### src/include/fwsig_pkg.sv
// Constants for the flash wait-state and signature controller.
// Assumes a 50 MHz system clock and a plain register port with byte addresses.
package fwsig_pkg;
   // Register byte offsets
   localparam logic [11:0] ADDR_TIMING_CFG = 12'h010;
   localparam logic [11:0] ADDR_SIG_FIRST  = 12'h020;
   localparam logic [11:0] ADDR_SIG_LAST   = 12'h024;
   localparam logic [11:0] ADDR_SIG_W0     = 12'h02C;
   localparam logic [11:0] ADDR_SIG_W1     = 12'h030;
   localparam logic [11:0] ADDR_SIG_W2     = 12'h034;
   localparam logic [11:0] ADDR_SIG_W3     = 12'h038;
   localparam logic [11:0] ADDR_IRQ_MASK   = 12'h040;
   localparam logic [11:0] ADDR_STATUS     = 12'hFE0;
   localparam logic [11:0] ADDR_STATUS_CLR = 12'hFE8;
   // Field layout
   localparam int          ACC_LSB         = 0;
   localparam int          ACC_W           = 2;
   localparam logic [1:0]  ACC_RESET       = 2'h2;
   localparam int          WADDR_W         = 17;
   localparam int          LAUNCH_BIT      = 17;
   localparam int          DONE_BIT        = 2;
   localparam int          SIG_W           = 128;
   // Self-timed signature read: 60 ns per word plus 3 cycles
   localparam int          CLK_PERIOD_NS   = 20;
   localparam int          SIG_READ_NS     = 60;
   localparam int          SIG_WORD_CYC    = SIG_READ_NS / CLK_PERIOD_NS + 3;
   localparam int          SIG_RD_CYC      = (SIG_READ_NS + CLK_PERIOD_NS - 1) / CLK_PERIOD_NS;
   // Signature feedback taps
   localparam int          TAP_A           = 0;
   localparam int          TAP_B           = 2;
   localparam int          TAP_C           = 27;
   localparam int          TAP_D           = 29;
endpackage

### src/rtl/fwsig_ctrl.sv
// Flash read timing and signature generator controller.
// Assumes a flash read port that returns data SIG_RD_CYC cycles after a request,
// and a single-cycle register port with read data in the following cycle.
`timescale 1ns/1ps
`default_nettype none
// Overview of operation
// - Access field in timing config bits 1:0; read takes field plus one clocks; reset 10
// - Codes 0,1,2 give one, two, three clocks; code 3 reserved
// - First-word register holds 17-bit word address, reset zero
// - Last-word register holds 17-bit word address, reset zero
// - Bit 17 of last-word register launches generation when the sequencer is idle (ignored during a run or system read); reset zero
// - Launch uses the last address written in the same access
// - Signature read as four words, low word first
// - Status bit 2 shows generation finished; reset zero
// - Writing one to clear bit 2 clears completion; zero does nothing
// - Reserved bits not written with ones; they read as zero here
// - Signature shifts right, feedback taps 0, 2, 27, 29 into bit 127
// - Other flash reads wait while generation runs
// - Each word takes at most int(60/tcy+3) cycles
module fwsig_ctrl #(
   parameter int AW = fwsig_pkg::WADDR_W,
   parameter int DW = fwsig_pkg::SIG_W
) (
   // Clock and reset
   input  wire logic          i_clk,
   input  wire logic          i_resetn,
   // Register port
   input  wire logic [11:0]   i_addr,
   input  wire logic [31:0]   i_wdata,
   input  wire logic          i_wr,
   input  wire logic          i_rd,
   output logic      [31:0]   o_rdata,
   // System read request into flash
   input  wire logic          i_sys_req,
   input  wire logic [AW-1:0] i_sys_addr,
   output logic               o_sys_wait,
   output logic               o_sys_valid,
   output logic      [DW-1:0] o_sys_data,
   // Flash array read port
   output logic               o_fl_req,
   output logic      [AW-1:0] o_fl_addr,
   input  wire logic [DW-1:0] i_fl_data,
   // Interrupt
   output logic               o_irq
);
   typedef enum logic [1:0] {FW_IDLE, FW_SYS, FW_SIG} fw_state_t;

   fw_state_t          state;
   logic [1:0]         access_cycle_field;
   logic [AW-1:0]      first_word;
   logic [AW-1:0]      last_word;
   logic [AW-1:0]      cur_word;
   logic               generation_launch;
   logic               generation_complete;
   logic               irq_mask;
   logic [2:0]         cnt;
   logic               sig_clear;
   logic               sig_fold;
   logic [DW-1:0]      sig;
   logic               wr_last;
   logic               launch_req;
   logic               clr_req;
   logic               done_evt;
   logic [2:0]         sys_cyc;

   function automatic logic hit(input logic [11:0] a, input logic [11:0] r);
      return a == r;
   endfunction

   assign wr_last    = i_wr && hit(i_addr, fwsig_pkg::ADDR_SIG_LAST);
   // Launch and last address come from the same write, so the run uses that address
   assign launch_req = wr_last && i_wdata[fwsig_pkg::LAUNCH_BIT];
   assign clr_req    = i_wr && hit(i_addr, fwsig_pkg::ADDR_STATUS_CLR)
                       && i_wdata[fwsig_pkg::DONE_BIT];
   // Access field counts extra cycles; code 3 is treated as three clocks
   assign sys_cyc    = (access_cycle_field == 2'h3) ? 3'h2 : {1'b0, access_cycle_field};

   // Timing config
   always_ff @(posedge i_clk or negedge i_resetn) begin
      if (!i_resetn) begin
         access_cycle_field <= fwsig_pkg::ACC_RESET;
      end else if (i_wr && hit(i_addr, fwsig_pkg::ADDR_TIMING_CFG)) begin
         access_cycle_field <= i_wdata[fwsig_pkg::ACC_LSB +: fwsig_pkg::ACC_W];
      end
   end

   // Address range registers
   always_ff @(posedge i_clk or negedge i_resetn) begin
      if (!i_resetn) begin
         first_word <= '0;
         last_word  <= '0;
      end else begin
         if (i_wr && hit(i_addr, fwsig_pkg::ADDR_SIG_FIRST)) begin
            first_word <= i_wdata[AW-1:0];
         end
         if (wr_last) begin
            last_word <= i_wdata[AW-1:0];
         end
      end
   end

   // Interrupt mask
   always_ff @(posedge i_clk or negedge i_resetn) begin
      if (!i_resetn) begin
         irq_mask <= 1'b0;
      end else if (i_wr && hit(i_addr, fwsig_pkg::ADDR_IRQ_MASK)) begin
         irq_mask <= i_wdata[fwsig_pkg::DONE_BIT];
      end
   end

   // Completion flag: a finishing run wins over a clear in the same cycle
   always_ff @(posedge i_clk or negedge i_resetn) begin
      if (!i_resetn) begin
         generation_complete <= 1'b0;
      end else if (done_evt) begin
         generation_complete <= 1'b1;
      end else if (clr_req) begin
         generation_complete <= 1'b0;
      end
   end

   assign o_irq = generation_complete & irq_mask;

   // Sequencer: signature words are self-timed, system reads use the access field
   always_ff @(posedge i_clk or negedge i_resetn) begin
      if (!i_resetn) begin
         state             <= FW_IDLE;
         cnt               <= 3'h0;
         cur_word          <= '0;
         generation_launch <= 1'b0;
      end else begin
         unique case (state)
            FW_IDLE: begin
               cnt <= 3'h0;
               if (launch_req) begin
                  state             <= FW_SIG;
                  cur_word          <= first_word;
                  generation_launch <= 1'b1;
               end else if (i_sys_req) begin
                  state <= FW_SYS;
               end
            end
            FW_SYS: begin
               if (cnt == sys_cyc) begin
                  state <= FW_IDLE;
                  cnt   <= 3'h0;
               end else begin
                  cnt <= cnt + 3'h1;
               end
            end
            FW_SIG: begin
               if (cnt == 3'(fwsig_pkg::SIG_RD_CYC - 1)) begin
                  cnt <= 3'h0;
                  if (cur_word == last_word) begin
                     state             <= FW_IDLE;
                     generation_launch <= 1'b0;
                  end else begin
                     cur_word <= cur_word + 1'b1;
                  end
               end else begin
                  cnt <= cnt + 3'h1;
               end
            end
            default: begin
               state <= FW_IDLE;
            end
         endcase
      end
   end

   assign sig_clear = launch_req && (state == FW_IDLE);
   assign sig_fold  = (state == FW_SIG) && (cnt == 3'(fwsig_pkg::SIG_RD_CYC - 1));
   assign done_evt  = sig_fold && (cur_word == last_word);
   assign o_fl_req  = (state == FW_SIG) || (state == FW_SYS);
   assign o_fl_addr = (state == FW_SIG) ? cur_word : i_sys_addr;
   // Hold the system master off during generation and until its read completes
   assign o_sys_wait = i_sys_req && !((state == FW_SYS) && (cnt == sys_cyc));

   // System read data
   always_ff @(posedge i_clk or negedge i_resetn) begin
      if (!i_resetn) begin
         o_sys_valid <= 1'b0;
         o_sys_data  <= '0;
      end else begin
         o_sys_valid <= (state == FW_SYS) && (cnt == sys_cyc);
         if ((state == FW_SYS) && (cnt == sys_cyc)) begin
            o_sys_data <= i_fl_data;
         end
      end
   end

   fwsig_misr #(
      .W(DW)
   ) u_misr (
      .i_clk   (i_clk),
      .i_resetn(i_resetn),
      .i_clear (sig_clear),
      .i_fold  (sig_fold),
      .i_word  (i_fl_data),
      .o_sig   (sig)
   );

   // Register read; reserved bits read as zero
   always_ff @(posedge i_clk or negedge i_resetn) begin
      if (!i_resetn) begin
         o_rdata <= 32'h0;
      end else if (i_rd) begin
         unique case (i_addr)
            fwsig_pkg::ADDR_TIMING_CFG: o_rdata <= {30'h0, access_cycle_field};
            fwsig_pkg::ADDR_SIG_FIRST:  o_rdata <= {15'h0, first_word};
            fwsig_pkg::ADDR_SIG_LAST:   o_rdata <= {14'h0, generation_launch, last_word};
            fwsig_pkg::ADDR_SIG_W0:     o_rdata <= sig[31:0];
            fwsig_pkg::ADDR_SIG_W1:     o_rdata <= sig[63:32];
            fwsig_pkg::ADDR_SIG_W2:     o_rdata <= sig[95:64];
            fwsig_pkg::ADDR_SIG_W3:     o_rdata <= sig[127:96];
            fwsig_pkg::ADDR_IRQ_MASK:   o_rdata <= {29'h0, irq_mask, 2'h0};
            fwsig_pkg::ADDR_STATUS:     o_rdata <= {29'h0, generation_complete, 2'h0};
            default:                    o_rdata <= 32'h0;
         endcase
      end else begin
         o_rdata <= 32'h0;
      end
   end
endmodule
`default_nettype wire

### src/rtl/fwsig_misr.sv
// 128-bit signature register folding one flash word per update.
// Assumes the caller pulses i_clear before the first word of a run.
`timescale 1ns/1ps
`default_nettype none
module fwsig_misr #(
   parameter int W = fwsig_pkg::SIG_W
) (
   // Clock and reset
   input  wire logic         i_clk,
   input  wire logic         i_resetn,
   // Control
   input  wire logic         i_clear,
   input  wire logic         i_fold,
   input  wire logic [W-1:0] i_word,
   // Result
   output logic      [W-1:0] o_sig
);
   logic [W-1:0] next_sig;

   always_comb begin
      next_sig = i_word ^ {1'b0, o_sig[W-1:1]};
      next_sig[W-1] = i_word[W-1] ^ o_sig[fwsig_pkg::TAP_A] ^ o_sig[fwsig_pkg::TAP_B]
                      ^ o_sig[fwsig_pkg::TAP_C] ^ o_sig[fwsig_pkg::TAP_D];
   end

   always_ff @(posedge i_clk or negedge i_resetn) begin
      if (!i_resetn) begin
         o_sig <= '0;
      end else if (i_clear) begin
         o_sig <= '0;
      end else if (i_fold) begin
         o_sig <= next_sig;
      end
   end
endmodule
`default_nettype wire

### config.mk
export PLATFORM = sky130hd
export DESIGN_NAME = fwsig_ctrl
export DESIGN_NICKNAME = d
export VERILOG_FILES = /design/src/include/fwsig_pkg.sv /design/src/rtl/fwsig_ctrl.sv /design/src/rtl/fwsig_misr.sv
export SDC_FILE = /design/constraint.sdc
export NUM_CORES = 1
export LEC_CHECK = 0
export BUFFER_PORTS_ARGS = -buffer_cell sky130_fd_sc_hd__buf_2
export CORE_MARGIN = 3
export CORE_UTILIZATION = 40
export DETAILED_ROUTE_END_ITERATION = 6
export SYNTH_ARGS = -nofsm -noshare
export SYNTH_HDL_FRONTEND = slang
export SYNTH_HIERARCHICAL = 1
export SYNTH_SLANG_ARGS = --single-unit
### constraint.sdc
create_clock -name i_clk -period 3.1 [get_ports i_clk]
set_input_delay 0.31 -clock i_clk [delete_from_list [all_inputs] [get_ports i_clk]]
set_output_delay 0.31 -clock i_clk [all_outputs]
set_load 0.01 [all_outputs]
==> reports/results.txt, run 1 <==
Starting Density: 0.408
vias in the first global route: 12800
fmax: 0.370 GHz
Worst R2R Setup Slack: 0.68 ns
number of core rows: 73
drc violations: 0
sequential power share: 0.471
leakage: 9.59 nW
First-pass DRT Iterations: 6
initial antenna violation count: 5
CTS-repair resized insts: 0
total gr overflow: 0
WP data arrival: 2.39 ns
clock network fraction of design power: 0.365
mean area per synthesized cell: 11.9 um2
Tcrit/Tclk final: 0.872
worst setup margin: 0.397 ns
Hold EP: first_word[3]
layout cells sized above 1: 0.373
Nets: 1950
hold_ws: 0.0258 ns
Synth Warn #: 6
Post-Layout Inst Area: 20600 um2
Logic pwr share: 0.163
ys async rst share: 1.00
P_sw: 3.91 mW
TNS Setup: 0 ns
io pins: 375
post-layout min period: 2.70 ns
Hold Vio Cnt, Final: 0
Tightest Pin Transition: 0.740 ns
Net Sw Frac: 0.285
Setup CP Type: register to output pin
dpl cell area: 18900 um2
Reg2Reg Capture Point: u_misr/o_sig[118]
most frequent cells in the layout: buf_2 (359), dfrtp_1 (349), mux2_2 (169), nor2_1 (140), xnor2_1 (136)
IO Port Bufs: 360
Rel. slew slack: 0.503
post-DP HPWL: 35.6 mm
Clock Path Buffers: 3
hold buffers post-CTS: 33
vias per inst: 5.44
outcome: complete, no violations
flops & latches, synth: 350
largest cells by area after synthesis: dfrtp_1 (54%), mux2_2 (12%), xnor2_1 (7.3%)
DRT antenna net count: 0
Data required, critical path: 2.79 ns
VDD IR max: 0.417 mV
Min-Delay Path Depth: 2
area leader, netlist: dfrtp_1
Synth Instances: 1374
clk sinks: 350
core area: 40000 um2
Clock Skews: 0.0127 ns
max cap viols: 0
Clock transition at path regs: 0.06 ns
Hold Crit Start: i_wdata[3]
RSZ-0062 raised after global routing: false
fillers: 3640
Post-synth EDFFs: 0
hold crit path type: input pin to register
DR iter-0 viols: 895
final core occ: 0.515
Critical R2R Launch: state[0]
Num CTS Buffers: 41
worst skew pair latency: 0.56 ns
die area: 43200 um2
CTS root buffer: clkbuf_16
Area Growth Syn to Fin: 26.4%
r2r worst-path depth: 7
chip width: 208 um
dpl ws: 0.346 ns
# setup viols final: 0
largest net degree at the start of global routing: 90
final RePlAce weighted congestion: 0.866
Die Ht: 208 um
Power Internal: 9.79 mW
Post-CTS Setup Bufs: 0
Synth Flop Type: dfrtp_1
CTS tree: built
register area share after synthesis: 0.537
Power Dens Cells: 665 nW/um2
Final Max Tran Viols: 0
CTS HTree Levels: 2
CP startpoint kind: register
gr usage total: 0.222
post-synth top area share: 0.535
global-route wire length before repair: 75.9 mm
DRT Wirelength: 48.9 mm
CP max FO: 56
commonest non-fill, non-tap cell in the layout: buf_2
Vias: 12600
Post-Syn Area: 16300 um2
Critical Path End Type: output pin
DR WL/cell: 21.2 um
Cell variety after synth: 67
syn_nets: 1575
[state kept, by name, indices dropped and copies added (netlist names)]
register,count
generation_complete,1
o_sys_valid,1
state,2
cnt,3
irq_mask,1
access_cycle_field,2
first_word,17
o_rdata,32
cur_word,17
generation_launch,1
u_misr/o_sig,128
o_sys_data,128
last_word,17
[critical path, stage by stage (launching register included)]
cell and delay (ns):
dfrtp_1 0.42, inv_1 0.12, ha_2 0.25, buf_4 0.49
mux2_2 0.40, buf_2 0.14
[final cells by class]
class                           instances  area [um2]  share of cell area
Antenna cell                            5        12.5            0.000607
Timing Repair Buffer                  434        2630               0.127
Multi-Input combinational cell        906        7100               0.345
Clock buffer                           56        1160              0.0564
Clock inverter                         18         231              0.0112
Inverter                               16        60.1             0.00291
Sequential cell                       350        8760               0.425
Tap cell                              525         657              0.0319
[metal layers]
| metal | routed length (um) | global-route usage | share of wire | vias to the layer above |
|---|---|---|---|---|
| met4 | 1080 | 0.0623 | 0.022 | 0 |
| li1 | - | - | - | 5807 |
| met2 | 23100 | 0.356 | 0.47 | 420 |
| met1 | 21500 | 0.307 | 0.44 | 6271 |
| met3 | 3300 | 0.0495 | 0.067 | 65 |
| met5 | 0 | 0 | 0 | - |
[power groups by stage]
| stage | Sequential, mW | Combinational [mW] | Clock (mW) |
|---|---|---|---|
| final | 6.46 | 2.24 | 5.00 |
| after global routing | 6.59 | 2.54 | 5.32 |
| after CTS | 6.46 | 2.26 | 5.13 |
| after detailed placement | 6.53 | 2.21 | 0 |
| after global placement | 6.51 | 2.14 | 0 |
| after floorplan | 6.17 | 1.71 | 0 |
[cells in the mapped netlist, drive strengths merged (3+ instances only)]
| master | count |
|---|---|
| a2bb2oi | 7 |
| a31oi | 4 |
| nor4 | 8 |
| o22ai | 9 |
| a221o | 3 |
| a21oi | 38 |
| nor3 | 13 |
| buf | 53 |
| a22oi | 47 |
| inv | 16 |
| mux2 | 180 |
| a22o | 16 |
| and3 | 6 |
| nand4 | 7 |
| or2 | 3 |
| a222oi | 18 |
| dfrtp | 349 |
| o21ai | 15 |
| mux2i | 4 |
| ha | 7 |
| and2 | 6 |
| a221oi | 6 |
| nand3 | 15 |
| nor4b | 4 |
| o221ai | 3 |
| xnor2 | 136 |
| a211oi | 134 |
| nand2b | 6 |
| clkbuf | 49 |
| and4 | 3 |
| nor2 | 144 |
| nand2 | 19 |
| xor2 | 11 |
| a21o | 4 |
[kinds of logic (layout without fill, tap and decap cells)]
family / after synthesis / count (layout) / synth area share
DFF: 350 / 350 / 0.537
AOI/OAI and AO/OA: 321 / 321 / 0.146
and+or+nand+nor: 246 / 246 / 0.0712
muxes: 184 / 184 / 0.129
xor gates and xnor gates: 148 / 148 / 0.0803
buffers and inverters: 118 / 524 / 0.0314
adders and majority gates: 7 / 7 / 0.00537
other: 0 / 5 / 0
[worst max-delay path by stage]
stage                   end  slack [ns]       from
6_report       o_fl_addr[4]        0.40   state[0]
4_1_cts        o_fl_addr[5]        0.38   state[0]
3_5_place_dp    o_rdata[23]        0.35  i_addr[9]
2_1_floorplan  cur_word[14]        0.90   state[0]
5_1_grt        o_fl_addr[6]        0.24   state[0]
3_3_place_gp    o_rdata[10]        0.41  i_addr[9]
[metrics by stage]
step / std cells / total power, mW
global placement: 2198 / 8.65
detailed placement: 2198 / 8.74
CTS: 2305 / 13.9
global route: 2309 / 14.4
finish: 2310 / 13.7
floorplan: 1374 / 7.88
Power figures use the tool's default switching activity.
==> inputs of run 2 (changes only) <==
--- a/config.mk
+++ b/config.mk
@@ -9,6 +9,7 @@
 export CORE_MARGIN = 3
 export CORE_UTILIZATION = 40
 export DETAILED_ROUTE_END_ITERATION = 6
+export REMOVE_ABC_BUFFERS = 1
 export SYNTH_ARGS = -nofsm -noshare
 export SYNTH_HDL_FRONTEND = slang
 export SYNTH_HIERARCHICAL = 1
==> run 2 against run 1 <==
  * Critical endpoint is now o_fl_addr[5]
  * Combinational power about the same
  * Core utilization decreased by 0.38 points
  * Cell area decreased by 0.73%
  * Highest routed layer is now met5
  * Sequential power decreased by 0.8%
  * Sequential share of layout area increased by 0.31 points
==> reports/results.txt, run 2 (same netlist as run 1, synthesis figures left out) <==
Net Sw Frac: 0.285
Critical path destination: o_fl_addr[5]
die area: 43200 um2
CTS HTree Levels: 2
startpoint of the worst setup timing path: state[0]
Final Max Tran Viols: 0
ant diodes: 0
DRT Wirelength: 48.0 mm
vias in the first global route: 12800
core area: 40000 um2
Starting Density: 0.408
post-DP HPWL: 33.3 mm
CP startpoint kind: register
Power Dens Cells: 656 nW/um2
Critical R2R Launch: cur_word[6]
io pins: 375
DRT antenna net count: 0
commonest non-fill, non-tap cell in the layout: buf_2
VDD IR max: 0.414 mV
outcome: complete, no violations
largest net degree at the start of global routing: 98
drc violations: 0
RSZ-0062 raised after global routing: false
Num CTS Buffers: 40
total gr overflow: 0
leakage: 9.52 nW
CP max FO: 59
Post-CTS Setup Bufs: 0
worst skew pair latency: 0.55 ns
CTS root buffer: clkbuf_16
P_sw: 3.82 mW
Tightest Pin Transition: 0.871 ns
First-pass DRT Iterations: 6
fmax: 0.366 GHz
worst setup margin: 0.367 ns
max cap viols: 0
initial antenna violation count: 1
dpl ws: 0.444 ns
gr usage total: 0.218
sequential power share: 0.478
Critical Path End Type: output pin
Reg2Reg Capture Point: state[1]
Power Internal: 9.60 mW
Logic pwr share: 0.167
Tcrit/Tclk final: 0.882
clk sinks: 350
IO Port Bufs: 360
clock network fraction of design power: 0.355
r2r worst-path depth: 5
Area Growth Syn to Fin: 25.4%
most frequent cells in the layout: buf_2 (359), dfrtp_1 (349), mux2_2 (169), nor2_1 (140), xnor2_1 (136)
Hold Crit Start: i_wdata[1]
DR iter-0 viols: 830
number of core rows: 73
Setup CP Type: register to output pin
Data required, critical path: 2.79 ns
Nets: 1943
hold crit path type: input pin to register
layout cells sized above 1: 0.370
post-layout min period: 2.73 ns
Tot Pwr: 13.4 mW
Die Ht: 208 um
WP data arrival: 2.42 ns
Hold Vio Cnt, Final: 0
Clock Skews: 0.0163 ns
Vias: 12500
Clock transition at path regs: 0.06 ns
final RePlAce weighted congestion: 0.860
CTS-repair resized insts: 0
# setup viols final: 0
Rel. slew slack: 0.419
Min-Delay Path Depth: 2
vias per inst: 5.42
CTS tree: built
global-route wire length before repair: 75.1 mm
Clock Path Buffers: 3
Worst R2R Setup Slack: 0.83 ns
Largest regs: o_sys_data (128), u_misr/o_sig (128), o_rdata (32)
DR WL/cell: 20.9 um
chip width: 208 um
[run 2: power groups by stage]
stage	clock, mW	sequential (mW)	combinational [mW]
4_1_cts	4.89	6.41	2.25
2_1_floorplan	0	6.19	1.69
3_5_place_dp	0	6.49	2.21
3_3_place_gp	0	6.46	2.15
6_report	4.77	6.41	2.24
5_1_grt	5.08	6.54	2.52
[run 2: repair_timing]
| action | 4_1_cts | 5_1_grt |
|---|---|---|
| endpoints found under the setup margin | 0 | 0 |
| hold buffers | 30 | 0 |
| hold endpoints to repair | 129 | 0 |
[run 2: worst max-delay path: stages, from the launching register on]
cell and delay [ns]:
dfrtp_1 0.43, inv_1 0.13, ha_2 0.22, buf_4 0.52, mux2_2 0.40, buf_2 0.16
[run 2: per-layer routing]
layer / part of all wire / wire length (um) / GRT usage / up-vias
met3: 0.063 / 3020 / 0.0458 / 76
li1: - / - / - / 5777
met4: 0.031 / 1480 / 0.0721 / 2
met5: 0.00031 / 15 / 0 / -
met2: 0.47 / 22800 / 0.350 / 389
met1: 0.43 / 20700 / 0.296 / 6206
[run 2: layout make-up]
class,count,area [um2]
clock buffer,60,1170
clock inverter,14,153
fill,3684,19500
inverter,16,60.1
multi-input combinational,906,7110
sequential,350,8760
tap,525,657
timing repair buffer,428,2560
[run 2: worst min-delay path by stage]
stage / to / slack (ns)
6_report: access_cycle_field[1] / 0.02
5_1_grt: o_sys_data[108] / 0.008
4_1_cts: o_sys_data[41] / 0.00005
3_5_place_dp: o_sys_data[33] / 0.41
3_3_place_gp: o_sys_data[33] / 0.41
2_1_floorplan: access_cycle_field[0] / 0.01
[run 2: per-stage QoR]
| step | utilization | instances | hold WS [ns] | TNS (ns) | instance area, um2 |
|---|---|---|---|---|---|
| 6_report | 0.511 | 2299 | 0.0221 | 0 | 20500 |
| 3_3_place_gp | 0.471 | 2195 | 0.408 | 0 | 18800 |
| 2_1_floorplan | - | 1272 | 0.0144 | -1989.74 | 15900 |
| 3_5_place_dp | 0.471 | 2195 | 0.406 | 0 | 18800 |
| 4_1_cts | 0.511 | 2299 | 0.0000528 | 0 | 20500 |
| 5_1_grt | 0.511 | 2299 | 0.00810 | 0 | 20500 |
==> inputs of run 3 (changes only) <==
--- a/config.mk
+++ b/config.mk
@@ -6,7 +6,7 @@
 export NUM_CORES = 1
 export LEC_CHECK = 0
 export BUFFER_PORTS_ARGS = -buffer_cell sky130_fd_sc_hd__buf_2
-export CORE_MARGIN = 3
+export CORE_MARGIN = 2
 export CORE_UTILIZATION = 40
 export DETAILED_ROUTE_END_ITERATION = 6
 export REMOVE_ABC_BUFFERS = 1
==> run 3 against run 2 <==
  * Register-to-register slack worse by 0.27 ns
  * Wire length down 1.1%
  * Clock power decreased by 5.0%
  * Maximum frequency shrank 6.6%
  * Largest cell class unchanged
  * Die area is 1.9% lower
  * Critical path type unchanged
  * Sequential power about the same
  * Final cell count rose by 0.30%
==> reports/results.txt, run 3 (same netlist as run 1, synthesis figures left out) <==
Nets: 1953
fillers: 3622
Starting Density: 0.408
Clock Skews: 0.0146 ns
Logic pwr share: 0.171
commonest non-fill, non-tap cell in the layout: buf_2
vias per inst: 5.43
DP Cell Count: 2194
total gr overflow: 0
startpoint of the worst setup timing path: state[0]
Die Ht: 206 um
Setup CP Type: register to output pin
Final Max Tran Viols: 0
First-pass DRT Iterations: 5
Hold Crit Start: i_wdata[0]
CTS HTree Levels: 2
CTS-repair resized insts: 0
die area: 42400 um2
Num CTS Buffers: 41
DRT Wirelength: 47.5 mm
layout cells sized above 1: 0.364
Data required, critical path: 2.79 ns
worst setup margin: 0.175 ns
gr usage total: 0.225
drc violations: 0
hold crit path type: input pin to register
Power Internal: 9.41 mW
WP data arrival: 2.62 ns
DRT antenna net count: 0
Rel. slew slack: 0.464
number of core rows: 73
Tcrit/Tclk final: 0.944
most frequent cells in the layout: buf_2 (359), dfrtp_1 (349), mux2_2 (169), nor2_1 (140), xnor2_1 (136)
vias in the first global route: 12600
ant diodes: 0
DR iter-0 viols: 850
DR WL/cell: 20.6 um
IO Port Bufs: 360
max cap viols: 0
CP max FO: 47
initial antenna violation count: 0
Clock transition at path regs: 0.06 ns
sequential power share: 0.485
Tightest Pin Transition: 0.798 ns
Hold Vio Cnt, Final: 0
Power Dens Cells: 642 nW/um2
io pins: 375
Vias: 12500
leakage: 9.52 nW
P_sw: 3.79 mW
clk sinks: 350
Net Sw Frac: 0.287
post-DP HPWL: 33.2 mm
CTS tree: built
final RePlAce weighted congestion: 0.875
# setup viols final: 0
dpl ws: 0.381 ns
global-route wire length before repair: 73.7 mm
final core occ: 0.513
RSZ-0062 raised after global routing: false
worst skew pair latency: 0.55 ns
Area Growth Syn to Fin: 25.9%
non-filler instance count after layout: 2306
CTS root buffer: clkbuf_16
post-layout min period: 2.93 ns
Critical R2R Launch: state[0]
outcome: complete, no violations
TNS Setup: 0 ns
core area: 40000 um2
clock network fraction of design power: 0.343
Critical Path End Type: output pin
fmax: 0.342 GHz
CP startpoint kind: register
chip width: 206 um
Largest regs: o_sys_data (128), u_misr/o_sig (128), o_rdata (32)
Clock Path Buffers: 3
largest net degree at the start of global routing: 109
VDD IR max: 0.410 mV
## run 3: changes by cell type in the layout (fill, tap and decap cells not counted), moves of 5 or more
cell           before  now
clkinv_2            9    3
dlygate4sd3_1      30   40
buf_4              25   19
buf_12             13   18
clkbuf_1           12   17
## run 3: worst max-delay path: stages (launching register included)
cell and delay (ns):
dfrtp_1 0.44, inv_1 0.14, ha_2 0.41, buf_4 0.51, mux2_2 0.39, buf_2 0.15
## run 3: metal layers
| metal | part of all wire | vias to the layer above | track usage |
|---|---|---|---|
| li1 | - | 5792 | - |
| met1 | 0.44 | 6294 | 0.309 |
| met2 | 0.49 | 380 | 0.370 |
| met3 | 0.057 | 52 | 0.0361 |
| met4 | 0.018 | 0 | 0.0617 |
| met5 | 0 | - | 0 |
## run 3: per-stage QoR
step                      total power, mW  hold WS (ns)  cell area (um2)
after floorplan                      7.89        0.0144            15900
after global placement               8.61         0.418            18900
after detailed placement             8.69         0.420            18900
after CTS                            13.3      0.000132            20500
after global routing                 13.9        0.0136            20500
final                                13.2        0.0229            20500
## run 3: area by class of cell
cell class	instances	area [um2]	area share
multi-input cells	906	7110	0.346
well taps	525	657	0.0320
inverters	16	60.1	0.00292
flip-flops and latches	350	8760	0.426
repair buffers	437	2720	0.132
clock buffers	63	1160	0.0564
clock inverters	9	86.3	0.00420
## run 3: worst paths after layout
path / slack [ns] / end / depth (start not counted)
max: 0.17 / o_fl_addr[3] / 5
min: 0.02 / last_word[0] / 2
max reg2reg: 0.56 / u_misr/o_sig[51] / 7
min reg2reg: 0.50 / o_sys_data[74] / 1
max in group asynchronous: 1.78 / o_sys_data[38] / 3
min in group asynchronous: 0.42 / o_rdata[2] / 2
## run 3: power groups by stage
| stage | clock network, mW | logic [mW] | registers, mW |
|---|---|---|---|
| detailed placement | 0 | 2.22 | 6.47 |
| CTS | 4.65 | 2.28 | 6.40 |
| floorplan | 0 | 1.69 | 6.19 |
| global route | 4.85 | 2.54 | 6.54 |
| global placement | 0 | 2.17 | 6.45 |
| finish | 4.53 | 2.26 | 6.40 |
## run 3: repair_timing
| item | CTS | global route |
|---|---|---|
| endpoints found under the setup margin | 0 | 0 |
| endpoints found under the hold margin | 138 | 0 |
| buffers inserted | 0 | 0 |
| hold buffers | 40 | 0 |
